$ cat src/hbt_regs.svh
`ifndef HBT_REGS_SVH
`define HBT_REGS_SVH
// What this block does
// - two triggers per hart, debug or machine
// - select picks trigger; data CSRs reach it
// - control kind field reads 2
// - hit response keeps only 0 or 1
// - load, store, fetch qualifiers limit matching
// - machine, supervisor, user qualifiers limit matching
// - range kind: exact, aligned, linked range
// - trailing ones in address encode range size
// - read-only largest range log, resets 4
// - widest range ignores only the low 4 address bits
// - link bit needs both triggers matching
// - timing and select bits read zero
// - address register full width read/write
// - breakpoint traps taken precisely
// - any byte of access inside range traps
// - debug hit leaves machine registers untouched
// - exception hit records cause and address
// - machine access to debug trigger is illegal
// - debug-owned trigger reads kind 0 in machine
// - debug entry saves program counter

// ----------------------------------------
// csr numbers of the trigger window
// ----------------------------------------
`define HBT_CSR_SELECT 12'h7a0
`define HBT_CSR_DATA1 12'h7a1
`define HBT_CSR_DATA2 12'h7a2
`define HBT_CSR_DATA3 12'h7a3

// ----------------------------------------
// control word field positions
// ----------------------------------------
`define HBT_F_LOAD 0
`define HBT_F_STORE 1
`define HBT_F_FETCH 2
`define HBT_F_USER 3
`define HBT_F_SUPER 4
`define HBT_F_MACH 6
`define HBT_F_MATCH 7
`define HBT_F_CHAIN 11
`define HBT_F_ACTION 12
`define HBT_F_TIMING 18
`define HBT_F_SELECT 19
`define HBT_F_MASKMAX 21
`define HBT_F_DMODE 27
`define HBT_F_TYPE 28

// ----------------------------------------
// field values and reset values
// ----------------------------------------
`define HBT_NTRIG 2
`define HBT_MASKMAX_RST 4
`define HBT_TYPE_NONE 4'h0
`define HBT_TYPE_ADDR 4'h2
`define HBT_ACT_EXC 6'h00
`define HBT_ACT_DBG 6'h01
`define HBT_MATCH_EQ 4'h0
`define HBT_MATCH_POW2 4'h1
`define HBT_MATCH_GE 4'h2
`define HBT_MATCH_LT 4'h3
`define HBT_CAUSE_BRK 32'h00000003
`define HBT_PRIV_U 2'h0
`define HBT_PRIV_S 2'h1
`define HBT_PRIV_M 2'h3
`endif

$ cat src/hbt_pkg.sv
package hbt_pkg;

// ----------------------------------------
// access kinds from the pipeline
// ----------------------------------------
typedef enum logic [1:0] {
    HBT_LOAD,
    HBT_STORE,
    HBT_FETCH
} hbt_acc_e;

// ----------------------------------------
// stored part of one control register
// ----------------------------------------
typedef struct packed {
    logic dmode;      // owned by debug mode
    logic act_dbg;    // hit enters debug mode
    logic chain;      // linked to next trigger
    logic [3:0] kind; // range kind code
    logic m;          // machine qualifier
    logic s;          // supervisor qualifier
    logic u;          // user qualifier
    logic x;          // fetch qualifier
    logic w;          // store qualifier
    logic r;          // load qualifier
} hbt_ctrl_s;

endpackage

$ cat src/hbt_warl.sv
`timescale 1ns/1ps
`default_nettype none
`include "hbt_regs.svh"
// legalises a control write; illegal codes keep the old value
module hbt_warl (
    input wire hbt_pkg::hbt_ctrl_s old_ctrl, // current stored control
    input wire logic [31:0] wdata,           // csr write data
    input wire logic dbg_mode,               // writer is in debug mode
    output hbt_pkg::hbt_ctrl_s new_ctrl      // legal value to store
);
    import hbt_pkg::*;

    logic [5:0] act; // written response field
    logic [3:0] kind; // written range kind

    // ----------------------------------------
    // field legalisation
    // ----------------------------------------
    always_comb begin
        act = wdata[`HBT_F_ACTION +: 6];
        kind = wdata[`HBT_F_MATCH +: 4];
        new_ctrl = old_ctrl;
        new_ctrl.r = wdata[`HBT_F_LOAD];
        new_ctrl.w = wdata[`HBT_F_STORE];
        new_ctrl.x = wdata[`HBT_F_FETCH];
        new_ctrl.u = wdata[`HBT_F_USER];
        new_ctrl.s = wdata[`HBT_F_SUPER];
        new_ctrl.m = wdata[`HBT_F_MACH];
        new_ctrl.chain = wdata[`HBT_F_CHAIN];
        // only debug mode may claim or release a trigger
        if (dbg_mode) begin
            new_ctrl.dmode = wdata[`HBT_F_DMODE];
        end
        // unimplemented responses are dropped, old one stays
        if (act == `HBT_ACT_EXC || act == `HBT_ACT_DBG) begin
            new_ctrl.act_dbg = act[0];
        end
        // four kinds known; anything else is not retained
        if (kind <= `HBT_MATCH_LT) begin
            new_ctrl.kind = kind;
        end
        // timing and select have no storage at all
    end
endmodule
`default_nettype wire

$ cat src/hbt_match.sv
`timescale 1ns/1ps
`default_nettype none
`include "hbt_regs.svh"
// address compare and qualifiers of one trigger
module hbt_match #(
    parameter int MASKMAX = `HBT_MASKMAX_RST // log2 of widest range
) (
    input wire hbt_pkg::hbt_ctrl_s ctrl,  // trigger control
    input wire logic [31:0] taddr,        // trigger address register
    input wire logic acc_valid,           // access present
    input wire hbt_pkg::hbt_acc_e acc_type, // load, store or fetch
    input wire logic [1:0] acc_priv,      // privilege of access
    input wire logic [31:0] acc_first,    // first byte address
    input wire logic [31:0] acc_last,     // last byte address
    output logic hit                      // qualified match
);
    import hbt_pkg::*;

    logic [31:0] mask; // bytes ignored by aligned compare
    logic [31:0] cap; // widest mask allowed
    logic addr_ok; // address compare result
    logic type_ok; // access kind enabled
    logic priv_ok; // privilege enabled

    // ----------------------------------------
    // compare
    // ----------------------------------------
    always_comb begin
        cap = (32'h1 << MASKMAX) - 32'h1;
        // trailing ones plus their ending zero give the size
        mask = (taddr ^ (taddr + 32'h1)) & cap;
        case (ctrl.kind)
            // a byte inside a wide access still counts
            `HBT_MATCH_EQ: addr_ok = (acc_first <= taddr) && (taddr <= acc_last);
            `HBT_MATCH_POW2: addr_ok = (acc_first <= (taddr | mask)) &&
                                       (acc_last >= (taddr & ~mask));
            `HBT_MATCH_GE: addr_ok = acc_last >= taddr;
            `HBT_MATCH_LT: addr_ok = acc_first < taddr;
            default: addr_ok = 1'b0;
        endcase
        case (acc_type)
            HBT_LOAD: type_ok = ctrl.r;
            HBT_STORE: type_ok = ctrl.w;
            HBT_FETCH: type_ok = ctrl.x;
            default: type_ok = 1'b0;
        endcase
        case (acc_priv)
            `HBT_PRIV_U: priv_ok = ctrl.u;
            `HBT_PRIV_S: priv_ok = ctrl.s;
            `HBT_PRIV_M: priv_ok = ctrl.m;
            default: priv_ok = 1'b0;
        endcase
        hit = acc_valid && addr_ok && type_ok && priv_ok;
    end
endmodule
`default_nettype wire

$ cat src/hbt_triggers.sv
`timescale 1ns/1ps
`default_nettype none
`include "hbt_regs.svh"
// per-hart breakpoint trigger unit
module hbt_triggers #(
    parameter int NTRIG = `HBT_NTRIG,         // trigger count
    parameter int MASKMAX = `HBT_MASKMAX_RST  // log2 widest range
) (
    input wire logic clk,                   // core clock
    input wire logic rst,                   // async reset, high
    input wire logic csr_en,                // csr access strobe
    input wire logic csr_we,                // csr access writes
    input wire logic [11:0] csr_addr,       // csr number
    input wire logic [31:0] csr_wdata,      // csr write data
    input wire logic dbg_mode,              // hart is in debug mode
    input wire logic [1:0] priv_mode,       // current privilege
    input wire logic acc_valid,             // access to check
    input wire hbt_pkg::hbt_acc_e acc_type, // access kind
    input wire logic [31:0] acc_addr,       // access byte address
    input wire logic [1:0] acc_size,        // log2 access bytes
    input wire logic [31:0] acc_pc,         // pc of the access
    output logic [31:0] csr_rdata,          // csr read data
    output logic csr_illegal,               // access refused
    output logic trap_exc,                  // breakpoint exception
    output logic trap_dbg,                  // enter debug mode
    output logic trap_squash,               // kill the access
    output logic mcause_we,                 // write cause and tval
    output logic [31:0] mcause,             // cause value
    output logic [31:0] mtval,              // faulting address
    output logic [31:0] dpc                 // saved debug pc
);
    import hbt_pkg::*;

    localparam int SELW = (NTRIG > 1) ? $clog2(NTRIG) : 1; // select width

    // ----------------------------------------
    // whole state of the unit
    // ----------------------------------------
    typedef struct packed {
        logic [SELW-1:0] sel;              // visible trigger
        hbt_ctrl_s [NTRIG-1:0] ctrl;       // control per trigger
        logic [NTRIG-1:0][31:0] addr;      // address per trigger
        logic [31:0] rdata;                // read answer
        logic illegal;                     // refused access
        logic exc;                         // exception pulse
        logic dbg;                         // debug entry pulse
        logic squash;                      // kill pulse
        logic cause_we;                    // cause write pulse
        logic [31:0] cause;                // cause value
        logic [31:0] tval;                 // trap value
        logic [31:0] dpc;                  // debug pc
    } hbt_state_s;

    hbt_state_s s_r; // registered state
    hbt_state_s s_nxt; // next state

    logic [NTRIG-1:0] hit_raw; // qualified matches
    logic [NTRIG-1:0] fire; // matches after linking
    logic [NTRIG-1:0] want_dbg; // firing trigger wants debug
    logic [31:0] acc_last; // last byte of access
    logic sel_dmode; // visible trigger owned by debug
    logic hide; // machine view of debug trigger
    logic blocked; // machine access refused
    hbt_ctrl_s warl_ctrl; // legal control for write

    // ----------------------------------------
    // csr decode helpers
    // ----------------------------------------
    // any of the three data windows
    function automatic logic is_tdata(input logic [11:0] a);
        is_tdata = (a == `HBT_CSR_DATA1) || (a == `HBT_CSR_DATA2) ||
                   (a == `HBT_CSR_DATA3);
    endfunction

    // read image of one control register
    function automatic logic [31:0] ctrl_word(input hbt_ctrl_s c, input logic hid);
        logic [31:0] w;
        w = 32'h0;
        if (!hid) begin
            w[`HBT_F_TYPE +: 4] = `HBT_TYPE_ADDR;
            w[`HBT_F_MASKMAX +: 6] = 6'(MASKMAX);
            w[`HBT_F_DMODE] = c.dmode;
            w[`HBT_F_ACTION +: 6] = {5'h0, c.act_dbg};
            w[`HBT_F_CHAIN] = c.chain;
            w[`HBT_F_MATCH +: 4] = c.kind;
            w[`HBT_F_MACH] = c.m;
            w[`HBT_F_SUPER] = c.s;
            w[`HBT_F_USER] = c.u;
            w[`HBT_F_FETCH] = c.x;
            w[`HBT_F_STORE] = c.w;
            w[`HBT_F_LOAD] = c.r;
            // timing and select stay zero: fire before, address only
        end
        ctrl_word = w;
    endfunction

    // ----------------------------------------
    // access span and per-trigger compare
    // ----------------------------------------
    // last byte lets a wide access hit on any of its bytes
    assign acc_last = acc_addr + ((32'h1 << acc_size) - 32'h1);

    genvar gi;
    generate
        for (gi = 0; gi < NTRIG; gi++) begin : g_trig
            // one comparator per trigger
            hbt_match #(
                .MASKMAX(MASKMAX)
            ) u_match (
                .ctrl(s_r.ctrl[gi]),
                .taddr(s_r.addr[gi]),
                .acc_valid(acc_valid),
                .acc_type(acc_type),
                .acc_priv(priv_mode),
                .acc_first(acc_addr),
                .acc_last(acc_last),
                .hit(hit_raw[gi])
            );
            // a linked lower trigger only qualifies the next one
            if (gi == 0) begin : g_first
                assign fire[gi] = hit_raw[gi] && !s_r.ctrl[gi].chain && !dbg_mode;
            end else begin : g_rest
                assign fire[gi] = hit_raw[gi] && !s_r.ctrl[gi].chain && !dbg_mode &&
                                  (!s_r.ctrl[gi-1].chain || hit_raw[gi-1]);
            end
            assign want_dbg[gi] = s_r.ctrl[gi].act_dbg;
        end
    endgenerate

    // ----------------------------------------
    // control write legaliser
    // ----------------------------------------
    hbt_warl u_warl (
        .old_ctrl(s_r.ctrl[s_r.sel]),
        .wdata(csr_wdata),
        .dbg_mode(dbg_mode),
        .new_ctrl(warl_ctrl)
    );

    // ----------------------------------------
    // ownership checks
    // ----------------------------------------
    assign sel_dmode = s_r.ctrl[s_r.sel].dmode;
    assign hide = sel_dmode && !dbg_mode;
    assign blocked = csr_en && is_tdata(csr_addr) && hide;

    // ----------------------------------------
    // next state
    // ----------------------------------------
    always_comb begin
        s_nxt = s_r;
        // pulses last one cycle
        s_nxt.exc = 1'b0;
        s_nxt.dbg = 1'b0;
        s_nxt.squash = 1'b0;
        s_nxt.cause_we = 1'b0;
        s_nxt.illegal = 1'b0;
        // read path, answered one cycle after the strobe
        if (csr_en) begin
            s_nxt.illegal = blocked;
            case (csr_addr)
                `HBT_CSR_SELECT: s_nxt.rdata = 32'(s_r.sel);
                `HBT_CSR_DATA1: s_nxt.rdata = ctrl_word(s_r.ctrl[s_r.sel], hide);
                `HBT_CSR_DATA2: s_nxt.rdata = hide ? 32'h0 : s_r.addr[s_r.sel];
                `HBT_CSR_DATA3: s_nxt.rdata = 32'h0;
                default: s_nxt.rdata = 32'h0;
            endcase
        end
        // write path; a refused write changes nothing
        if (csr_en && csr_we && !blocked) begin
            case (csr_addr)
                // indices of absent triggers are not held
                `HBT_CSR_SELECT: begin
                    if (csr_wdata < 32'(NTRIG)) begin
                        s_nxt.sel = csr_wdata[SELW-1:0];
                    end
                end
                `HBT_CSR_DATA1: s_nxt.ctrl[s_r.sel] = warl_ctrl;
                `HBT_CSR_DATA2: s_nxt.addr[s_r.sel] = csr_wdata;
                default: ;
            endcase
        end
        // debug entry wins over an exception in the same access
        if (|(fire & want_dbg)) begin
            // machine cause and tval stay untouched
            s_nxt.dbg = 1'b1;
            s_nxt.squash = 1'b1;
            s_nxt.dpc = acc_pc;
        end else if (|fire) begin
            s_nxt.exc = 1'b1;
            s_nxt.squash = 1'b1;
            s_nxt.cause_we = 1'b1;
            s_nxt.cause = `HBT_CAUSE_BRK;
            s_nxt.tval = acc_addr;
        end
    end

    // ----------------------------------------
    // state register
    // ----------------------------------------
    // qualifiers reset clear so no trigger fires before setup
    always_ff @(posedge clk or posedge rst) begin
        if (rst) begin
            s_r <= '0;
        end else begin
            s_r <= s_nxt;
        end
    end

    // ----------------------------------------
    // outputs, all straight from the register
    // ----------------------------------------
    assign csr_rdata = s_r.rdata;
    assign csr_illegal = s_r.illegal;
    assign trap_exc = s_r.exc;
    assign trap_dbg = s_r.dbg;
    // squash is what keeps the trap precise in the pipeline
    assign trap_squash = s_r.squash;
    assign mcause_we = s_r.cause_we;
    assign mcause = s_r.cause;
    assign mtval = s_r.tval;
    assign dpc = s_r.dpc;
endmodule
`default_nettype wire

$ cat config.mk
export PLATFORM = sky130hd
export DESIGN_NAME = hbt_triggers
export DESIGN_NICKNAME = d
export VERILOG_FILES = /design/src/hbt_pkg.sv /design/src/hbt_warl.sv /design/src/hbt_match.sv /design/src/hbt_triggers.sv
export VERILOG_INCLUDE_DIRS = /design/src
export SDC_FILE = /design/constraint.sdc
export NUM_CORES = 1
export LEC_CHECK = 0
export ABC_AREA = 1
export BUFFER_PORTS_ARGS = -buffer_cell sky130_fd_sc_hd__buf_2
export CORE_MARGIN = 5
export CORE_UTILIZATION = 55
export DETAILED_ROUTE_END_ITERATION = 7
export PLACE_DENSITY = 0.76
export SLEW_MARGIN = 20
export SYNTH_ARGS = -nofsm -noshare
export SYNTH_HDL_FRONTEND = slang
export SYNTH_SLANG_ARGS = --single-unit
$ cat constraint.sdc
create_clock -name clk -period 11.1 [get_ports clk]
set_input_delay 1.665 -clock clk [delete_from_list [all_inputs] [get_ports clk]]
set_output_delay 1.665 -clock clk [all_outputs]
set_load 0.1 [all_outputs]
==> flow_summary_export.csv <==
group,metric,value,unit
setup_path,start_kind,"primary input",
routing,drt-total-wl,43800,µm
setup_path,cp_max_fo,34,
floorplanning,ioPinCount,253,
routing,dr_total_vias,13700,
floorplanning,core,0.0279,mm²
yosys,yosys_register_bits,192,
clock_tree,postCtsResizedCells,0,
floorplanning,row_count,61,
yosys,yosysWarnings,0,
sta,max-slew-margin-rel,0.262,
sta,finalCritPeriodShare,0.664,
setup_path,crit_path_max_incr_delay,0.66,ns
clock_tree,htree_levels,4,
sta,clock_skew,0.0201,ns
yosys,netlist-cell-type-count,55,
grt,grt_pass1_wl,68500,µm
place,dp_hpwl,34800,µm
setup_path,rr_startpoint,"s_r[133]",
routing,met1_length,18200,µm
final_layout,finalNetCount,2523,
run,timing.max_cap.violations,0,
routing,top_layer,"met4",
routing,wl_per_cell,16.9,µm
yosys,syn-mean-instance-area,7.36,µm²
yosys,ys_seq_area_frac,0.309,
clock_tree,postCtsSetupBuffers,0,
routing,viasPerCell,5.29,
floorplanning,die_x,178,µm
setup_path,cpMaxStageDelayCell,"nand3_2",
sta,finalSetupTns,0,ns
floorplanning,die_y,178,µm
final_layout,n_antenna_cell,0,
sta,tightest_slew,1.10,ns
power,p_per_area,113,mW/mm²
yosys,synthArstFlopShare,1.00,
setup_path,end_kind,"register",
worst_hold_path,hold_class,"reg2reg",
final_layout,final_cell_mix,"nand2_1 (579), inv_1 (303), buf_2 (222)",
place,place_inst,2559,
yosys,synthFlopType,"dfrtp_1",
power,design_power_total,1.88,mW
routing,wl_met2,21400,µm
floorplanning,initial_utilization,0.558,
place,postPlaceCellArea,0.0160,mm²
routing,route.met3.wl,2500,µm
setup_path,cp_data_arrival_time,7.71,ns
sta,final-setup-viol-count,0,
yosys,syn_area,0.0155,mm²
grt,grt_max_degree,127,
grt,antenna_found_initial,0,
power,p_leak,9.00,nW
floorplanning,dieArea,0.0317,mm²
setup_path,crit_path_frequent_cell,"nand2_1",
final_layout,fill_cells,2605,
setup_path,crit_required,11.44,ns
power,vdd.ir_drop.worst,0.125,mV
place,port_buffers,222,
grt,grt_overflow,0,
clock_tree,cts_root_buffer,"clkbuf_16",
routing,antenna_left,0,
clock_tree,clock_latency,0.45,ns
final_layout,instances_no_fill,2590,
sta,hold_viol,0,
outcome,status,"completed",
clock_tree,clkTransAtPathRegs,0.09,ns
place,gp_congestion,0.974,
yosys,synthCells,2111,
clock_tree,cts_tree,"done",
routing,drc,0,
sta,rsz0062_at_grt,"false",
sta,slew_viol_final,0,
clock_tree,hold_buffers,0,
grt,grt_pass1_vias,13300,
final_layout,final_core_util,0.596,
final_layout,area_growth,6.80,%
final_layout,final_common_cell,"nand2_1",
setup_path,critical_path_class,"in2reg",
routing,drtPass1Iterations,5,
yosys,synth-edff-count,0,
setup_path,critPathLaunch,"acc_size[1]",
clock_tree,numCtsBuffers,17,
final_layout,layout-drive-gt1-share,0.129,
routing,drt_iter0_drc,1004,
sta,fmax,0.136,GHz
grt,grt.total_usage,0.273,
worst_hold_path,min_from,"mtval[18]",
clock_tree,cts.sinks,192,
final_layout,design_area,0.0166,mm²
clock_tree,clock_path_buffers,2,
sta,fin_crit,7.37,ns
-- registers in the layout, indices dropped and copies added (netlist names) --
signal	flops
csr_rdata	32
trap_dbg	1
s_r	91
dpc	32
trap_squash	1
mcause_we	1
mtval	32
csr_illegal	1
mcause	1
-- final timing paths --
kind | cells past startpoint | slack (ns) | endpoint
min in group asynchronous | 2 | 1.42 | dpc[27]
max in group asynchronous | 3 | 8.24 | mtval[30]
hold / removal | 2 | 0.47 | mtval[18]
setup / recovery | 36 | 3.73 | dpc[27]
hold reg to reg | 2 | 0.47 | mtval[18]
setup reg to reg | 17 | 7.11 | dpc[27]
-- cell families after synthesis --
family	Yosys count	share of synthesized area
flip-flops	192	0.309
multiplexers	6	0.00386
AO/OA/AOI/OAI	384	0.134
AND/OR/NAND/NOR	802	0.216
buffers and inverters	494	0.156
XOR/XNOR	29	0.0163
other	1	0.000241
adder cells (fa/ha/maj)	203	0.164
-- power by group --
part / leakage, nW / internal [mW] / switching (mW)
combinational: 6.07 / 0.159 / 0.376
clock: 0.286 / 0.303 / 0.326
sequential: 2.65 / 0.707 / 0.00427
-- synthesized netlist by cell type, types with 3 or more instances --
library cell  count  area share
inv_2             4     0.00097
buf_4           135       0.065
buf_2            18      0.0058
a21oi_1         131       0.042
o21a_1            8      0.0039
clkbuf_1         23      0.0056
nor2_1           87       0.021
dfrtp_1         192        0.31
o21ai_0         176       0.057
mux2i_1           6      0.0039
o21ai_1          12      0.0039
a21o_1            6      0.0029
a21boi_1          5      0.0024
nor3_1           14      0.0045
buf_6             6      0.0043
nand3_2           4      0.0026
o31ai_1           3      0.0014
nand2_1         579        0.14
ha_1            202        0.16
xnor2_1          11      0.0062
a31oi_1          11      0.0044
xor2_1           18       0.010
nor4_1            5      0.0020
nand4_1          49       0.020
inv_1           304       0.073
nand3_1          47       0.015
o22ai_1          11      0.0044
o21bai_1          6      0.0029
-- per-stage QoR --
step           hold slack, ns  worst slack, ns
2_1_floorplan           0.443             4.21
3_3_place_gp            0.449             3.46
3_5_place_dp            0.453             3.26
4_1_cts                 0.472             3.73
5_1_grt                 0.486             2.96
6_report                0.469             3.73
-- layout make-up --
type,count,area (µm²),area share
Multi-Input combinational cell,1454,8430,0.508
Sequential cell,192,4810,0.289
Inverter,310,1170,0.0707
Timing Repair Buffer,225,1130,0.0683
Tap cell,378,473,0.0285
Clock buffer,17,425,0.0256
Clock inverter,14,158,0.00950
-- worst max-delay path, delay by kind of cell --
kind / cells / cell delay (ns)
simple gates: 20 / 3.08
buf+inv: 6 / 0.60
fa+ha+maj: 4 / 1.22
compound gates: 6 / 1.13
-- layer usage --
metal,vias to the layer above,GRT usage
met1,6326,0.344
met2,435,0.469
met4,0,0.115
met5,-,0
met3,83,0.0398
li1,6856,-
(Power assumes the default switching activity.)
